--- config.mk ---
export PLATFORM = sky130hd
export DESIGN_NAME = timer_hw_limit_mode_control
export DESIGN_NICKNAME = d
export VERILOG_FILES = /design/src/hdl/hlt_pkg.sv /design/src/hdl/sync2.sv /design/src/hdl/postscaler.sv /design/src/hdl/timer_hw_limit_mode_control.sv
export SDC_FILE = /design/constraint.sdc
export NUM_CORES = 1
export LEC_CHECK = 0
export BUFFER_PORTS_ARGS = -buffer_cell sky130_fd_sc_hd__buf_2
export CAP_MARGIN = 40
export CORE_ASPECT_RATIO = 0.8
export CORE_UTILIZATION = 55
export CTS_CLUSTER_DIAMETER = 150
export CTS_CLUSTER_SIZE = 40
export DETAILED_ROUTE_END_ITERATION = 8
export MAX_ROUTING_LAYER = met4
export PLACE_DENSITY = 0.88
export SLEW_MARGIN = 10
export SYNTH_ARGS = -nofsm -noshare
export SYNTH_HDL_FRONTEND = slang
export SYNTH_SLANG_ARGS = --single-unit
--- constraint.sdc ---
create_clock -name ref_clk -period 2.1 [get_ports ref_clk]
set_clock_uncertainty 0.05 [all_clocks]
set_input_delay 0.105 -clock ref_clk [delete_from_list [all_inputs] [get_ports ref_clk]]
set_output_delay 0.105 -clock ref_clk [all_outputs]
set_load 0.1 [all_outputs]
--- src/hdl/hlt_pkg.sv ---
// constants and types for the hardware limit timer mode control
package hlt_pkg;
  localparam int unsigned COUNT_W      = 8;
  localparam int unsigned MODE_W       = 5;
  localparam int unsigned POST_W       = 4;
  localparam logic [7:0]  COUNT_RST    = 8'h00;
  localparam logic [7:0]  PERIOD_RST   = 8'hFF;
  localparam logic [3:0]  POST_RST     = 4'h0;
  localparam logic [1:0]  GRP_FREE     = 2'h0;
  localparam logic [1:0]  GRP_ONESHOT  = 2'h1;
  localparam logic [1:0]  GRP_MONO     = 2'h2;
  localparam logic [1:0]  RESUME_DELAY = 2'h2;
  typedef enum logic [1:0] {
    ST_IDLE = 2'b00,
    ST_ARM  = 2'b01,
    ST_RUN  = 2'b10
  } run_state_t;
endpackage

--- src/hdl/sync2.sv ---
// two flip-flop synchroniser for one level
`timescale 1ns/1ps
module sync2 (
  // clock and reset
  input  wire logic ref_clk,
  input  wire logic srst,
  // level
  input  wire logic din,
  output logic      dout
);
  logic stage1;
  logic next_stage1;
  logic next_dout;

  // pass input through
  always_comb begin
    next_stage1 = srst ? 1'b0 : din;
    next_dout   = srst ? 1'b0 : stage1;
  end

  // register both stages
  always_ff @(posedge ref_clk) begin
    stage1 <= next_stage1;
    dout   <= next_dout;
  end
endmodule // sync2

--- src/hdl/postscaler.sv ---
// postscaler counter producing a one-clock output pulse
`timescale 1ns/1ps
module postscaler
  import hlt_pkg::*;
(
  // clock and reset
  input  wire logic                       ref_clk,
  input  wire logic                       srst,
  // control
  input  wire logic                       clear,
  input  wire logic                       match,
  input  wire logic [hlt_pkg::POST_W-1:0] postscale_select,
  // output
  output logic                            postscaled_pulse
);
  logic [POST_W-1:0] post_count;
  logic [POST_W-1:0] next_post_count;
  logic              next_pulse;

  // count matches, pulse when select reached
  always_comb begin
    next_post_count = post_count;
    next_pulse      = 1'b0;
    if (srst || clear) begin
      next_post_count = POST_RST;
    end else if (match) begin
      if (post_count == postscale_select) begin
        next_post_count = POST_RST;
        next_pulse      = 1'b1;
      end else begin
        next_post_count = post_count + 4'h1;
      end
    end
  end

  // register state
  always_ff @(posedge ref_clk) begin
    post_count       <= next_post_count;
    postscaled_pulse <= next_pulse;
  end
endmodule // postscaler

--- src/hdl/timer_hw_limit_mode_control.sv ---
// mode control for an 8-bit period timer with hardware limit
`timescale 1ns/1ps
module timer_hw_limit_mode_control
  import hlt_pkg::*;
(
  // clock and reset
  input  wire logic                        ref_clk,
  input  wire logic                        srst,
  // software control
  input  wire logic                        enable_set,
  input  wire logic                        enable_clear,
  input  wire logic [hlt_pkg::MODE_W-1:0]  mode,
  input  wire logic [hlt_pkg::COUNT_W-1:0] period_value,
  input  wire logic [hlt_pkg::POST_W-1:0]  postscale_select,
  input  wire logic                        count_write,
  input  wire logic [hlt_pkg::COUNT_W-1:0] count_write_data,
  input  wire logic                        debug_mode,
  // external reset and trigger
  input  wire logic                        external_reset_trigger,
  // status
  output logic                             enable,
  output logic [hlt_pkg::COUNT_W-1:0]      count_value,
  output logic                             period_match,
  output logic                             postscaled_pulse
);
  import hlt_pkg::*;

  logic                ers_sync;
  logic                ers_prev;
  logic                next_ers_prev;
  logic                next_enable;
  logic [COUNT_W-1:0]  next_count;
  logic                next_match;
  run_state_t          state;
  run_state_t          next_state;
  logic [1:0]          hold_cnt;
  logic [1:0]          next_hold_cnt;
  logic                rise;
  logic                fall;
  logic                ers_lvl;
  logic [1:0]          grp;
  logic [2:0]          sub;
  logic                reserved;
  logic                start_ev;
  logic                edge_start;
  logic                reset_edge;
  logic                reset_lvl;
  logic                gate_ok;
  logic                at_match;
  logic                post_clear;

  // bring the external signal into the clock domain
  sync2 u_sync (
    .ref_clk (ref_clk),
    .srst    (srst),
    .din     (external_reset_trigger),
    .dout    (ers_sync)
  );

  // mode decode and edge detect
  always_comb begin
    grp      = mode[4:3];
    sub      = mode[2:0];
    reserved = (grp == 2'h3) || (grp == GRP_MONO &&
               (sub == 3'h0 || sub == 3'h4 || sub == 3'h5));
    ers_lvl  = ers_sync && !debug_mode;
    rise     = ers_sync && !ers_prev && !debug_mode;
    fall     = !ers_sync && ers_prev && !debug_mode;
    gate_ok    = 1'b1;
    reset_edge = 1'b0;
    reset_lvl  = 1'b0;
    edge_start = 1'b0;
    start_ev   = 1'b0;
    case (grp)
      GRP_FREE: begin
        start_ev = 1'b1;
        case (sub)
          3'h1: gate_ok = debug_mode ? 1'b1 : ers_lvl;
          3'h2: gate_ok = debug_mode ? 1'b1 : !ers_lvl;
          3'h3: reset_edge = rise || fall;
          3'h4: reset_edge = rise;
          3'h5: reset_edge = fall;
          3'h6: reset_lvl = !debug_mode && !ers_lvl;
          3'h7: reset_lvl = ers_lvl;
          default: ;
        endcase
      end
      GRP_ONESHOT: begin
        edge_start = (sub != 3'h0);
        case (sub)
          3'h0: start_ev = 1'b1;
          3'h1: start_ev = rise;
          3'h2: start_ev = fall;
          3'h3: start_ev = rise || fall;
          3'h4: begin
            start_ev   = rise;
            reset_edge = rise;
          end
          3'h5: begin
            start_ev   = fall;
            reset_edge = fall;
          end
          3'h6: begin
            start_ev  = rise;
            reset_lvl = !debug_mode && !ers_lvl;
          end
          3'h7: begin
            start_ev  = fall;
            reset_lvl = ers_lvl;
          end
          default: ;
        endcase
      end
      GRP_MONO: begin
        edge_start = !reserved;
        case (sub)
          3'h1: start_ev = rise;
          3'h2: start_ev = fall;
          3'h3: start_ev = rise || fall;
          3'h6: begin
            edge_start = 1'b0;
            start_ev   = !debug_mode && ers_lvl;
            reset_lvl  = !debug_mode && !ers_lvl;
          end
          3'h7: begin
            edge_start = 1'b0;
            start_ev   = !debug_mode && !ers_lvl;
            reset_lvl  = ers_lvl;
          end
          default: ;
        endcase
      end
      default: ;
    endcase
    if (reserved) begin
      start_ev   = 1'b0;
      reset_edge = 1'b0;
      reset_lvl  = 1'b0;
    end
  end

  // run state, counter and enable bit
  always_comb begin
    next_ers_prev = ers_sync;
    next_enable   = enable;
    next_count    = count_value;
    next_state    = state;
    next_hold_cnt = hold_cnt;
    next_match    = 1'b0;
    at_match      = period_match;
    post_clear    = count_write || enable_set;
    if (enable_set) begin
      next_enable = 1'b1;
    end else if (enable_clear) begin
      next_enable = 1'b0;
    end
    if (count_write) begin
      next_count = count_write_data;
    end
    case (state)
      ST_IDLE: begin
        if (enable && !reserved) begin
          next_state = (edge_start || (grp == GRP_MONO && sub[2:1] == 2'h3)) ?
                       ST_ARM : ST_RUN;
        end
      end
      ST_ARM: begin
        if (!enable) begin
          next_state = ST_IDLE;
        end else if (start_ev) begin
          next_state = ST_RUN;
        end
      end
      ST_RUN: begin
        if (!enable || reserved) begin
          next_state = ST_IDLE;
        end else if (at_match) begin
          next_count = COUNT_RST;
          // level-start modes 1011x are one-shots as well
          if (grp == GRP_ONESHOT || (grp == GRP_MONO && sub[2:1] == 2'h3)) begin
            next_enable = enable_set;
            next_state  = ST_IDLE;
          end else if (grp == GRP_MONO) begin
            next_state  = ST_ARM;
          end
        end else if (reset_edge) begin
          next_count    = COUNT_RST;
          next_hold_cnt = RESUME_DELAY;
          post_clear    = 1'b1;
        end else if (reset_lvl) begin
          next_count = COUNT_RST;
          post_clear = 1'b1;
        end else if (hold_cnt != 2'h0) begin
          next_hold_cnt = hold_cnt - 2'h1;
        end else if (gate_ok && !count_write) begin
          next_count = count_value + 8'h01;
          next_match = (next_count == period_value);
        end
      end
      default: next_state = ST_IDLE;
    endcase
    if (state != ST_RUN && !count_write && count_value == period_value) begin
      next_match = 1'b0;
    end
    if (srst) begin
      next_ers_prev = 1'b0;
      next_enable   = 1'b0;
      next_count    = COUNT_RST;
      next_state    = ST_IDLE;
      next_hold_cnt = 2'h0;
      next_match    = 1'b0;
    end
  end

  // register state
  always_ff @(posedge ref_clk) begin
    ers_prev     <= next_ers_prev;
    enable       <= next_enable;
    count_value  <= next_count;
    state        <= next_state;
    hold_cnt     <= next_hold_cnt;
    period_match <= next_match;
  end

  // postscaler on period matches
  postscaler u_post (
    .ref_clk          (ref_clk),
    .srst             (srst),
    .clear            (post_clear),
    .match            (at_match),
    .postscale_select (postscale_select),
    .postscaled_pulse (postscaled_pulse)
  );
endmodule // timer_hw_limit_mode_control

Yosys cells after proc, flatten, opt, wreduce, memory -nomap -nowiden
Index checks and enable logic that the tools add are counted.
{"block": "classes", "addsub": 3, "n_eq_ne": 22, "muxes": 50, "bitwise_logic": 4, "reduce_logical": 43}
{"op": "8-bit 2-to-1 mux", "count": 8}
{"op": "2-bit 2-to-1 mux", "count": 11}
{"op": "1-bit 2-to-1 mux", "count": 20}
{"op": "8-bit equality test", "count": 2}
{"op": "1-bit logical AND", "count": 13}
{"op": "3-bit equality test, second input constant", "count": 4}
{"op": "1-bit case mux with 2 select lines", "count": 5}
{"op": "1-bit logical OR", "count": 9}
{"op": "3-bit OR reduction", "count": 3}
{"op": "9-bit OR reduction", "count": 1}
{"op": "8-bit by 1-bit adder with 8-bit output, second input constant", "count": 1}
{"op": "2-bit equality test, second input constant", "count": 4}
{"op": "1-bit logical NOT", "count": 7}
{"op": "3-bit by 2-bit equality test with 1-bit output, second input constant", "count": 2}
{"op": "2-bit != test, second input constant", "count": 3}
{"op": "3-bit != test, second input constant", "count": 2}
{"op": "1-bit case mux with 3 select lines", "count": 2}
{"op": "2-bit case mux with 3 select lines", "count": 1}
{"op": "1-bit case mux with 5 select lines", "count": 1}
{"op": "5-bit AND reduction", "count": 1}
{"op": "4-bit by 1-bit adder with 4-bit output, second input constant", "count": 1}
{"op": "2-bit by 1-bit equality test with 1-bit output, second input constant", "count": 2}
{"op": "4-bit equality test", "count": 1}
{"op": "2-bit logical NOT", "count": 2}
{"op": "11 further kinds", "count": 16}
{"block": "word_totals", "reg_bits": 22, "inputBits": 32, "output_inout_bits": 11, "wordCells": 132}

Logic depth before layout (Yosys ltp)
Gate-level depths: netlist (run 1).
{"block": "depth", "depth_word": 14, "mapped_depth": 8, "depth_no_buf": 7}

By module
A second synthesis (run 1) with hierarchy kept.
{"block": "hier_totals", "cells_unflattened": 248, "hier_area_um2": 2112.0}
{"mod": "timer_hw_limit_mode_control", "instances": 1, "cells_per_inst": 214, "area_each_um2": 1737.9}
{"mod": "postscaler", "instances": 1, "cells_per_inst": 30, "area_each_um2": 321.6}
{"mod": "sync2", "instances": 1, "cells_per_inst": 4, "area_each_um2": 52.6}

Worst setup path after synthesis (run 1)
No wires, ideal clock.
{"block": "synth_timing", "path_kind": "reg-to-reg", "from": "register enable", "to": "register count_value[4] (netlist bit)", "setup_ns": 0.129, "arrival_ns": 2.309, "required_ns": 1.921, "slack_ns": -0.388, "path_stages_with_launch": 6, "n_path_buf": 0, "period_less_slack_ns": 2.488, "path_cell_list": "dfxtp_1 > nand3b_1 > a211oi_2 > nor2_1 > nor4b_1 > a211oi_1"}
{"block": "synth_via", "elab_chain_cells": 4}
{"element": "start, declared", "line_no": "timer_hw_limit_mode_control.sv:21", "text": "output logic enable,"}
{"element": "start signal, assigned", "line_no": "timer_hw_limit_mode_control.sv:218", "text": "enable <= next_enable;"}
{"element": "1-bit logical NOT", "line_no": "timer_hw_limit_mode_control.sv:175", "text": "if (!enable || reserved) begin"}
{"element": "1-bit logical OR", "line_no": "timer_hw_limit_mode_control.sv:175"}
{"element": "8-bit 2-to-1 mux", "line_no": "timer_hw_limit_mode_control.sv:175"}
{"element": "8-bit 2-to-1 mux", "line_no": "timer_hw_limit_mode_control.sv:160", "text": "case (state)"}
{"element": "end signal, assigned", "line_no": "timer_hw_limit_mode_control.sv:219", "text": "count_value <= next_count;"}
{"element": "end, declared", "line_no": "timer_hw_limit_mode_control.sv:22", "text": "output logic [hlt_pkg::COUNT_W-1:0] count_value,"}
Every way passes these cells.
A chain may end at the register's enable or synchronous reset.

Worst setup path after layout (run 1)
{"block": "layout_timing", "from": "register u_sync.dout", "to": "register hold_cnt[0]"}
{"block": "layout_via", "elab_chain_cells": 9, "word_cells_on_any_way": 20, "classes_between": "eq/ne (1); mux (8); reduce/logical (11)"}
{"element": "start, declared", "line_no": "sync2.sv:9", "text": "output logic dout"}
{"element": "start signal, assigned", "line_no": "sync2.sv:24", "text": "dout <= next_dout;"}
{"element": "1-bit logical NOT", "line_no": "timer_hw_limit_mode_control.sv:68", "text": "fall = !ers_sync && ers_prev && !debug_mode;"}
{"element": "1-bit logical AND (2 in a row)", "line_no": "timer_hw_limit_mode_control.sv:68"}
{"element": "1-bit logical OR", "line_no": "timer_hw_limit_mode_control.sv:80", "text": "3'h3: reset_edge = rise || fall;"}
{"element": "1-bit case mux with 3 select lines", "line_no": "timer_hw_limit_mode_control.sv:77", "text": "case (sub)"}
{"element": "1-bit case mux with 2 select lines", "line_no": "timer_hw_limit_mode_control.sv:74", "text": "case (grp)"}
{"element": "1-bit 2-to-1 mux", "line_no": "timer_hw_limit_mode_control.sv:135", "text": "if (reserved) begin"}
{"element": "2-bit != test (no source line) / 2-bit nonzero test (equally long branches)"}
{"element": "5-bit AND reduction (no source line)"}
{"element": "end signal, assigned", "line_no": "timer_hw_limit_mode_control.sv:221", "text": "hold_cnt <= next_hold_cnt;"}
{"element": "end, declared", "line_no": "timer_hw_limit_mode_control.sv:36", "text": "logic [1:0] hold_cnt;"}
Several ways; a longest one is shown, not always the timed one.

==> results of run 1 <==
==> final cells by class <==
type                       count  area [um2]  area share
clock buffer                   3       41.29     0.01766
clock inverter                 1       30.03     0.01284
inverter                      13       48.80     0.02087
multi-input combinational    192        1415      0.6051
sequential                    22       455.4      0.1948
tap                           42       52.55     0.02247
timing repair buffer          53       295.3      0.1263
==> routing by layer <==
metal	wire, um	global-route usage	vias to the layer above
met5	0	-	-
met4	83	0.07580	0
met3	363	0.04918	14
met2	2157	0.4064	94
met1	2372	0.3992	952
li1	-	-	990
==> power by group through the flow <==
stage	Sequential (W)	Combinational, W	Clock (W)
final	0.000457	0.000337	0.000408
after global routing	0.000460	0.000360	0.000429
after CTS	0.000456	0.000332	0.000410
after detailed placement	0.000466	0.000328	0
after global placement	0.000465	0.000326	0
after floorplan	0.000541	0.000165	0
==> metrics by stage <==
stage / hold slack (ps) / power (W) / TNS [ps] / util
2_1_floorplan: 183.2 / 0.0007068 / -12.51 / -
3_3_place_gp: 269.7 / 0.0007914 / 0 / 0.6550
3_5_place_dp: 277.8 / 0.0007947 / 0 / 0.6550
4_1_cts: 33.64 / 0.001199 / 0 / 0.6787
5_1_grt: 27.50 / 0.001249 / 0 / 0.6831
6_report: 36.36 / 0.001202 / 0 / 0.6831
==> state kept, by name, summed over array words and instances (netlist names) <==
name and cells:
ers_prev 1, u_sync.stage1 1, hold_cnt 2, u_sync.dout 1, state 2, u_post.post_count 4
enable 1, u_post.postscaled_pulse 1, count_value 8, period_match 1
==> cell families after synthesis <==
kind of cell | after synthesis | synth area share
simple gates | 95 | 0.2822
compound gates | 64 | 0.2600
buf+inv | 28 | 0.06721
flops | 22 | 0.2232
xor+xnor | 16 | 0.07102
mux | 10 | 0.05200
fa+ha+maj | 7 | 0.04439
==> worst paths after layout <==
path | endpoint | depth (start not counted) | slack (ps) | startpoint
max | hold_cnt[0]$_SDFFE_PP0P_ | 5 | 90 | u_sync.dout$_SDFF_PP0_
min | count_value[3]$_SDFF_PP0_ | 3 | 40 | count_write_data[3]
max reg2reg | hold_cnt[0]$_SDFFE_PP0P_ | 5 | 90 | u_sync.dout$_SDFF_PP0_
min reg2reg | u_sync.dout$_SDFF_PP0_ | 1 | 390 | u_sync.stage1$_SDFF_PP0_
==> synthesized netlist by cell type (5+ instances only) <==
cell / number
ha_1: 7
nand2_1: 15
xor2_1: 8
o21ai_0: 11
nand3_1: 9
xnor2_1: 8
buf_2: 6
mux2i_1: 8
nor3_1: 11
nor2b_1: 5
inv_1: 13
nor2_1: 11
nand3b_1: 7
dfxtp_1: 22
a21oi_1: 8
==> cells in the final DEF, fill, tap and decap left out, types with 4 or more instances in the layout <==
master and n:
and3_1 4, xor2_1 8, nor3_1 11, nand3b_1 7
o21ai_0 11, ha_1 7, nor2b_1 5, nand3_1 9
a21oi_1 7, dfxtp_2 6, buf_4 10, xnor2_1 8
dfxtp_1 14, inv_1 13, mux2i_1 8, nand2_1 15
nor2_1 11, o211ai_1 4, nor4_1 4, buf_2 42
==> what timing repair did <==
action,CTS,global route
hold endpoints to repair,1,0
endpoints found under the setup margin,0,7
gates resized for setup,0,2
hold buffers,1,0
==> worst min-delay path, stage by stage <==
cell and delay (ps):
buf_2 100, nand2_1 50, a22oi_1 50
==> impl_metrics.ini, run 1 <==
[placement]
dpl.hpwl_mm = 3.694
port_buffers = 42
place.gp.congestion = 0.9416
placed_cells = 321
pre_cts_slack_ps = 60.86
dpl_cell_area_um2 = 2242

[drt]
wl_mm = 4.976
dr.pass1.iters = 4
drc = 0
vias = 2050
wl_per_cell_um = 15.26
antenna_left = 0
drtIter0Drc = 160
viasPerCell = 6.288

[synthesis]
synthArstFlopShare = 0
synth.largest_area_cell = dfxtp_1
yosysSeqAreaShare = 0.2232
ys.flop_type = dfxtp_1
synth_cell_types = 64
synth_cells = 242
yosys-top-cells-area = dfxtp_1 22%, ha_1 4.4%, mux2i_1 4.1%, xnor2_1 3.6%, xor2_1 3.6%
yosysWarnings = 0
synth-edff-count = 0
ys_ff_latch = 22
synth_top_area_frac = 0.2232
synthesis.area_um2 = 1973
syn_nets = 281
syn_avg_cell_area_um2 = 8.153

[power]
seq_power_share = 0.380
p_int_w = 0.0008102
switchingPower_w = 0.0003920
p_clk_frac = 0.339
p_leak_nw = 0.9691
pwr_density_cell_nw_per_um2 = 514.1
switching_share = 0.3261
pwr-share-comb = 0.280
vdd_drop_max_mv = 0.6088

[layout]
fin_nets = 324
final_cell_area_um2 = 2338
drive_above_1_share = 0.3099
final_cells = 326
diodes = 0
nFillCells = 290
syn2layout_area_growth_pct = 18.52

[cts]
clockBufferDepth = 2
cts_sinks = 22
clock_tree.root_cell = clkbuf_8
cts_made_buffers = 3
cts_setup_buffers = 0
cts_tree = built
clk_latency_ps = 280
clk_pin_slew_ps = 90
cts-htree-levels = 1

[floorplanning]
std_cell_rows = 19
core-area_um2 = 3423
die_w_um = 68.97
start_util = 0.5764
die_area_um2 = 3832
ios = 43
die_h_um = 55.57

[setup_path]
cp.arrival_ps = 2120
critPathCaptureType = flip-flop
cp_top_family = compound AO/OA/AOI/OAI gates
slowest_stage = dfxtp_1
max_stage_delay_ps = 470
crit_chain = or3b_1, a211oi_2, o221ai_4, a21o_1, a31o_1
start_kind = flip-flop
critPathBufInv = 0
worstSetupPathType = reg -> reg
worstPathMaxFanout = 10
critPathRequiredTime_ps = 2220

[sta]
fin_crit_sh = 0.9556
rsz0062_at_grt = false
hold_violations = 0
final-setup-viol-count = 0
slew_violations = 0
tightest_slew_ps = 574.3
fmax_mhz = 498.3
fin_ws_ps = 93.29
slew_headroom = 0.6142
final.min_clock_period_ps = 2007

[grt]
grt_start_max_net_pins = 16
grt.overflow.total = 0
grt_pass1_wl_mm = 8.010
grtUsageTotal = 0.2806
grt_pass1_vias = 1786
antenna_found_initial = 0

[run_status]
status = complete, no violations

[job]
drv_cap = 0

[hold_path]
min_path_type = in -> reg
Power figures use the tool's default switching activity.
==> run 2: changes to the inputs <==
--- a/config.mk
+++ b/config.mk
@@ -10,3 +10,4 @@
 export CORE_ASPECT_RATIO = 0.8
-export CORE_UTILIZATION = 55
+export CORE_UTILIZATION = 57
+export CTS_BUF_LIST = sky130_fd_sc_hd__clkbuf_2 sky130_fd_sc_hd__clkbuf_4 sky130_fd_sc_hd__clkbuf_8
 export CTS_CLUSTER_DIAMETER = 150
@@ -15,3 +16,3 @@
 export MAX_ROUTING_LAYER = met4
-export PLACE_DENSITY = 0.88
+export PLACE_DENSITY = 0.9
 export SLEW_MARGIN = 10
--- a/constraint.sdc
+++ b/constraint.sdc
@@ -4,2 +4,2 @@
 set_output_delay 0.105 -clock ref_clk [all_outputs]
-set_load 0.1 [all_outputs]
+set_load 0.05 [all_outputs]
==> run 2 against run 1 <==
Non-clock buffer count grew 2. Final cell count is the same. Critical path depth did not move. Worst hold slack got worse by 7.6 ps. Total power is 3.6% lower. Final area fell by 0.21%. Sequential share of layout area is 0.55 points lower. Register-to-register slack better by 50 ps. Sequential cell count did not move. Routed wire length up 4.1%. First-iteration DRC count grew 6.3%. Via count up 0.15%. Critical endpoint is now count_value[5]$_SDFF_PP0_. Largest power group unchanged.
==> impl_metrics.ini, run 2 (synthesis gave the netlist of run 1 again) <==
[floorplanning]
ios = 43
core-area_um2 = 3198
die_w_um = 67.78
die_area_um2 = 3702
die_h_um = 54.63
start_util = 0.6170
std_cell_rows = 18

[placement]
port_buffers = 42
placed_cells = 321
dpl.hpwl_mm = 3.662
place.gp.congestion = 0.9509
pre_cts_slack_ps = 68.39

[cts]
cts_tree = built
clk_latency_ps = 270
clk_pin_slew_ps = 90
cts_sinks = 22
cts_setup_buffers = 0
cts-htree-levels = 1
cts_made_buffers = 3
clock_tree.root_cell = clkbuf_8
clockBufferDepth = 2

[layout]
drive_above_1_share = 0.2867
layout_common_cells = 42 x buf_2, 21 x dfxtp_1, 15 x nand2_1, 13 x inv_1, 12 x buf_4
final_util = 0.7297
top_register = count_value
largestRegisters = count_value: 8 flops, u_post.post_count: 4 flops
syn2layout_area_growth_pct = 18.26
fin_nets = 326
final_common_cell = buf_2
diodes = 0
largest_reg_flops = 8
final_cells = 326

[sta]
rsz0062_at_grt = false
fmax_mhz = 511.4
fin_ws_ps = 144.6
final.min_clock_period_ps = 1955
hold_violations = 0
setup_tns_ps = 0
slew_violations = 0
slew_headroom = 0.6281
final-setup-viol-count = 0
fin_crit_sh = 0.9311
tightest_slew_ps = 543.8

[job]
drv_cap = 0

[grt]
grt_pass1_wl_mm = 8.093
grtUsageTotal = 0.3020
antenna_found_initial = 0
grt.overflow.total = 0
grt_start_max_net_pins = 16
grt_pass1_vias = 1747

[setup_path]
critPathRequiredTime_ps = 2240
crit_path_start = u_sync.dout$_SDFF_PP0_
worstSetupPathType = reg -> reg
worstReg2RegStart = u_sync.dout$_SDFF_PP0_
critPathCaptureType = flip-flop
start_kind = flip-flop
worstPathMaxFanout = 11
cp.arrival_ps = 2100

[power]
p_clk_frac = 0.350
switching_share = 0.3020
p_leak_nw = 0.9769
seq_power_share = 0.392
p_int_w = 0.0008086
p_total_w = 0.001158
pwr-share-comb = 0.258
switchingPower_w = 0.0003498
vdd_drop_max_mv = 0.4209
pwr_density_cell_nw_per_um2 = 496.4

[run_status]
status = complete, no violations

[drt]
drc = 0
dr.pass1.iters = 7
wl_per_cell_um = 15.90
viasPerCell = 6.298
antenna_left = 0
vias = 2053
wl_mm = 5.182
drtIter0Drc = 170

[hold_path]
hp-start = count_write_data[3]
min_path_type = in -> reg
[run 2: critical path, cell delays in order, from the launching register on]
cell and delay, ps:
dfxtp_2 380, or3b_2 450, a21o_1 290, nand4_1 170
mux2_2 340, a211oi_1 190
[run 2: area by class of cell]
type                    count  area [um2]
well taps                  40       50.05
inverters                  13       48.80
clock inverters             1       30.03
repair buffers             55       310.3
multi-input cells         192        1411
clock buffers               3       41.29
fillers                   253       864.6
flip-flops and latches     22       441.7
[run 2: path summary, 6_finish.rpt]
path	end	slack (ps)	cells after the start
worst max-delay path	count_value[5]$_SDFF_PP0_	140	5
worst min-delay path	count_value[3]$_SDFF_PP0_	30	3
worst max register to register	count_value[5]$_SDFF_PP0_	140	5
worst min register to register	u_sync.dout$_SDFF_PP0_	390	1
[run 2: timing repair]
item / CTS / global route
setup endpoints to repair: 0 / 8
resized for setup: 0 / 2
hold buffers: 1 / 0
hold endpoints to repair: 1 / 0
[run 2: power groups by stage]
stage | Sequential (W) | Combinational [W] | Clock [W]
after floorplan | 0.000496 | 0.000165 | 0
after detailed placement | 0.000463 | 0.000287 | 0
after CTS | 0.000453 | 0.000292 | 0.000409
after global placement | 0.000462 | 0.000283 | 0
final | 0.000454 | 0.000298 | 0.000406
after global routing | 0.000457 | 0.000321 | 0.000421
[run 2: per-stage QoR]
stage	hold slack [ps]	instance area [um2]
final	28.78	2333
after global routing	39.70	2333
after CTS	27.91	2321
after detailed placement	271.5	2240
after global placement	268.9	2240
after floorplan	183.2	1973
[run 2: metal layers]
metal,GRT usage,vias up,share of wire
met1,0.4098,939,0.45
met3,0.05833,13,0.087
met4,0.04861,0,0.012
met5,-,-,0
met2,0.4736,109,0.45
li1,-,992,-
==> run 3: changes to the inputs <==
Settings changed: PLACE_DENSITY 0.9 to 0.89, SYNTH_HIERARCHICAL set to 1.
==> run 3 against run 2 <==
Combinational power rose by 5%. Critical path depth grew 2. Via count grew 3.7%. Sequential cell count is the same. Routed wire length up 5.9%. Final area up 9.1%. Critical path type unchanged. Critical endpoint is now u_post/post_count[3]$_SDFFE_PP0P_.
==> impl_metrics.ini, run 3 <==
[synthesis]
ys_top_cells_by_count = 22 x dfxtp_1, 17 x nand2_1, 16 x inv_1, 16 x nor2_1
synth_xor_area_frac = 0.09419
synth.largest_area_cell = dfxtp_1
ys.flop_type = dfxtp_1
synth_top_family_by_area = simple AND/OR/NAND/NOR gates
yosysSeqAreaShare = 0.2085
synth_cell_types = 68
synth_cells = 248
synthArstFlopShare = 0
yosysWarnings = 6
synth_compound_area_frac = 0.2773
synth_most_common_cell = dfxtp_1
synthAdderAreaFrac = 0.04147
syn_nets = 287
synth-edff-count = 0
synth_mux_area_frac = 0.01955
yosys-top-cells-area = dfxtp_1 21%, xor2_1 5.0%, a221oi_2 4.3%, ha_1 4.1%, nand2_1 3.0%
synthesis.area_um2 = 2112
synth_top_area_frac = 0.2085
yosys.area_share.simple = 0.2974
syn_avg_cell_area_um2 = 8.516
ys_ff_latch = 22

[sta]
setup_tns_ps = 0
final-setup-viol-count = 0
slew_violations = 0
hold_violations = 0
final.min_clock_period_ps = 2016
fmax_mhz = 496.2
fin_crit_sh = 0.9598
slew_headroom = 0.7075
whs_ps = 23.32
rsz0062_at_grt = false
tightest_slew_ps = 435.6

[cts]
cts-htree-levels = 1
clockBufferDepth = 2
cts_sinks = 22
cts_setup_buffers = 0
clock_tree.root_cell = clkbuf_8
clk_latency_ps = 270
cts_tree = built
cts_made_buffers = 3
clk_pin_slew_ps = 80

[power]
switchingPower_w = 0.0003620
pwr_density_cell_nw_per_um2 = 461.7
vdd_drop_max_mv = 0.4116
p_clk_frac = 0.345
pwr-share-comb = 0.267
seq_power_share = 0.388
p_leak_nw = 1.047
switching_share = 0.3081
p_int_w = 0.0008130

[drt]
dr.pass1.iters = 5
drtIter0Drc = 172
vias = 2129
drc = 0
antenna_left = 0
wl_per_cell_um = 16.00
wl_mm = 5.487
viasPerCell = 6.207

[floorplanning]
die_w_um = 70.06
start_util = 0.6044
ios = 43
std_cell_rows = 19
die_h_um = 56.45
die_area_um2 = 3954
core-area_um2 = 3495

[grt]
grt_pass1_vias = 1892
grtUsageTotal = 0.2963
grt_start_max_net_pins = 21
grt.overflow.total = 0
antenna_found_initial = 0
grt_pass1_wl_mm = 9.101

[setup_path]
worstPathMaxFanout = 9
cp.arrival_ps = 2170
critPathRequiredTime_ps = 2250
crit_chain = buf_4, xnor2_2, nand4b_4, a21oi_4, a211o_1, or4_1, o22ai_1
slowest_stage = or4_1
start_kind = flip-flop
max_stage_delay_ps = 470
worstReg2RegStart = u_sync/dout$_SDFF_PP0_
reg2reg_to = u_post/post_count[3]$_SDFFE_PP0P_
critPathCaptureType = flip-flop
worstSetupPathType = reg -> reg
ff2ff_path_depth = 7
reg2reg_slack_ps = 80

[layout]
drive_above_1_share = 0.3355
layout_common_cells = 42 x buf_2, 20 x dfxtp_1, 19 x buf_4, 17 x nand2_1
final_common_cell = buf_2
multi_input_area_um2 = 1565
register_area_um2 = 442.9
nFillCells = 258
fin_nets = 341
largest_reg_flops = 8
syn2layout_area_growth_pct = 20.50
final_cells = 343
largestRegisters = count_value: 8 flops, u_post/post_count: 4 flops
diodes = 0
top_register = count_value

[hold_path]
hp-start = count_write_data[6]
hold_depth = 3
min_to = count_value[6]$_SDFF_PP0_
min_path_type = in -> reg

[placement]
dpl.hpwl_mm = 4.149
place.gp.congestion = 0.9549
port_buffers = 42
placed_cells = 339

[job]
drv_cap = 0

[run_status]
status = complete, no violations
## run 3: what timing repair did
action / CTS / global route
resized for setup: 0 / 3
setup endpoints to repair: 0 / 3
hold buffers: 0 / 0
## run 3: layout make-up
| type | count | area share |
|---|---|---|
| Clock buffer | 3 | 0.01622 |
| Tap cell | 42 | 0.02065 |
| Multi-Input combinational cell | 198 | 0.6150 |
| Inverter | 16 | 0.02360 |
| Sequential cell | 22 | 0.1740 |
| Clock inverter | 1 | 0.01180 |
| Timing Repair Buffer | 61 | 0.1386 |
## run 3: critical path: cells and delay by family, from the launching register on
kind / cells / cell delay, ps
AO/OA/AOI/OAI: 3 / 530
XOR/XNOR: 1 / 160
buffers and inverters: 1 / 160
flip-flops: 1 / 370
AND/OR/NAND/NOR: 2 / 670
## run 3: worst max-delay path by stage
stage,start,to,slack [ps],cells after the start
4_1_cts,ers_prev$_SDFF_PP0_,u_post/post_count[3]$_SDFFE_PP0P_,60,7
5_1_grt,u_sync/dout$_SDFF_PP0_,u_post/post_count[3]$_SDFFE_PP0P_,3,9
3_5_place_dp,mode[4],u_post/post_count[3]$_SDFFE_PP0P_,-30,10
6_report,u_sync/dout$_SDFF_PP0_,u_post/post_count[3]$_SDFFE_PP0P_,80,7
3_3_place_gp,mode[4],u_post/post_count[3]$_SDFFE_PP0P_,60,10
2_1_floorplan,u_sync/dout$_SDFF_PP0_,u_post/post_count[3]$_SDFFE_PP0P_,-30,9
## run 3: stage by stage
step / util / area (um2) / setup slack, ps / total power (W)
after detailed placement: 0.7039 / 2460 / -32.41 / 0.0007692
after global placement: 0.7039 / 2460 / 56.87 / 0.0007614
final: 0.7282 / 2545 / 84.49 / 0.001175
after global routing: 0.7282 / 2545 / 3.184 / 0.001222
after floorplan: - / 2131 / -34.42 / 0.0006668
after CTS: 0.7243 / 2531 / 58.85 / 0.001171
## run 3: cell families after synthesis
logic type,Yosys count
xor gates and xnor gates,21
and+or+nand+nor,100
DFF,22
buffers and inverters,28
muxes,4
adders and majority gates,7
AOI/OAI and AO/OA,66
## run 3: routing by layer
metal	GRT usage	vias up	share of wire
met5	-	-	0
li1	-	1037	-
met3	0.06284	8	0.077
met1	0.4219	987	0.47
met2	0.4245	97	0.44
met4	0.07714	0	0.011
## run 3: power groups by stage
stage,Sequential (W),Clock [W],Combinational [W]
final,0.000456,0.000405,0.000314
after global routing,0.000459,0.000426,0.000337
after CTS,0.000454,0.000410,0.000307
after detailed placement,0.000464,0,0.000305
after global placement,0.000463,0,0.000298
after floorplan,0.000494,0,0.000173
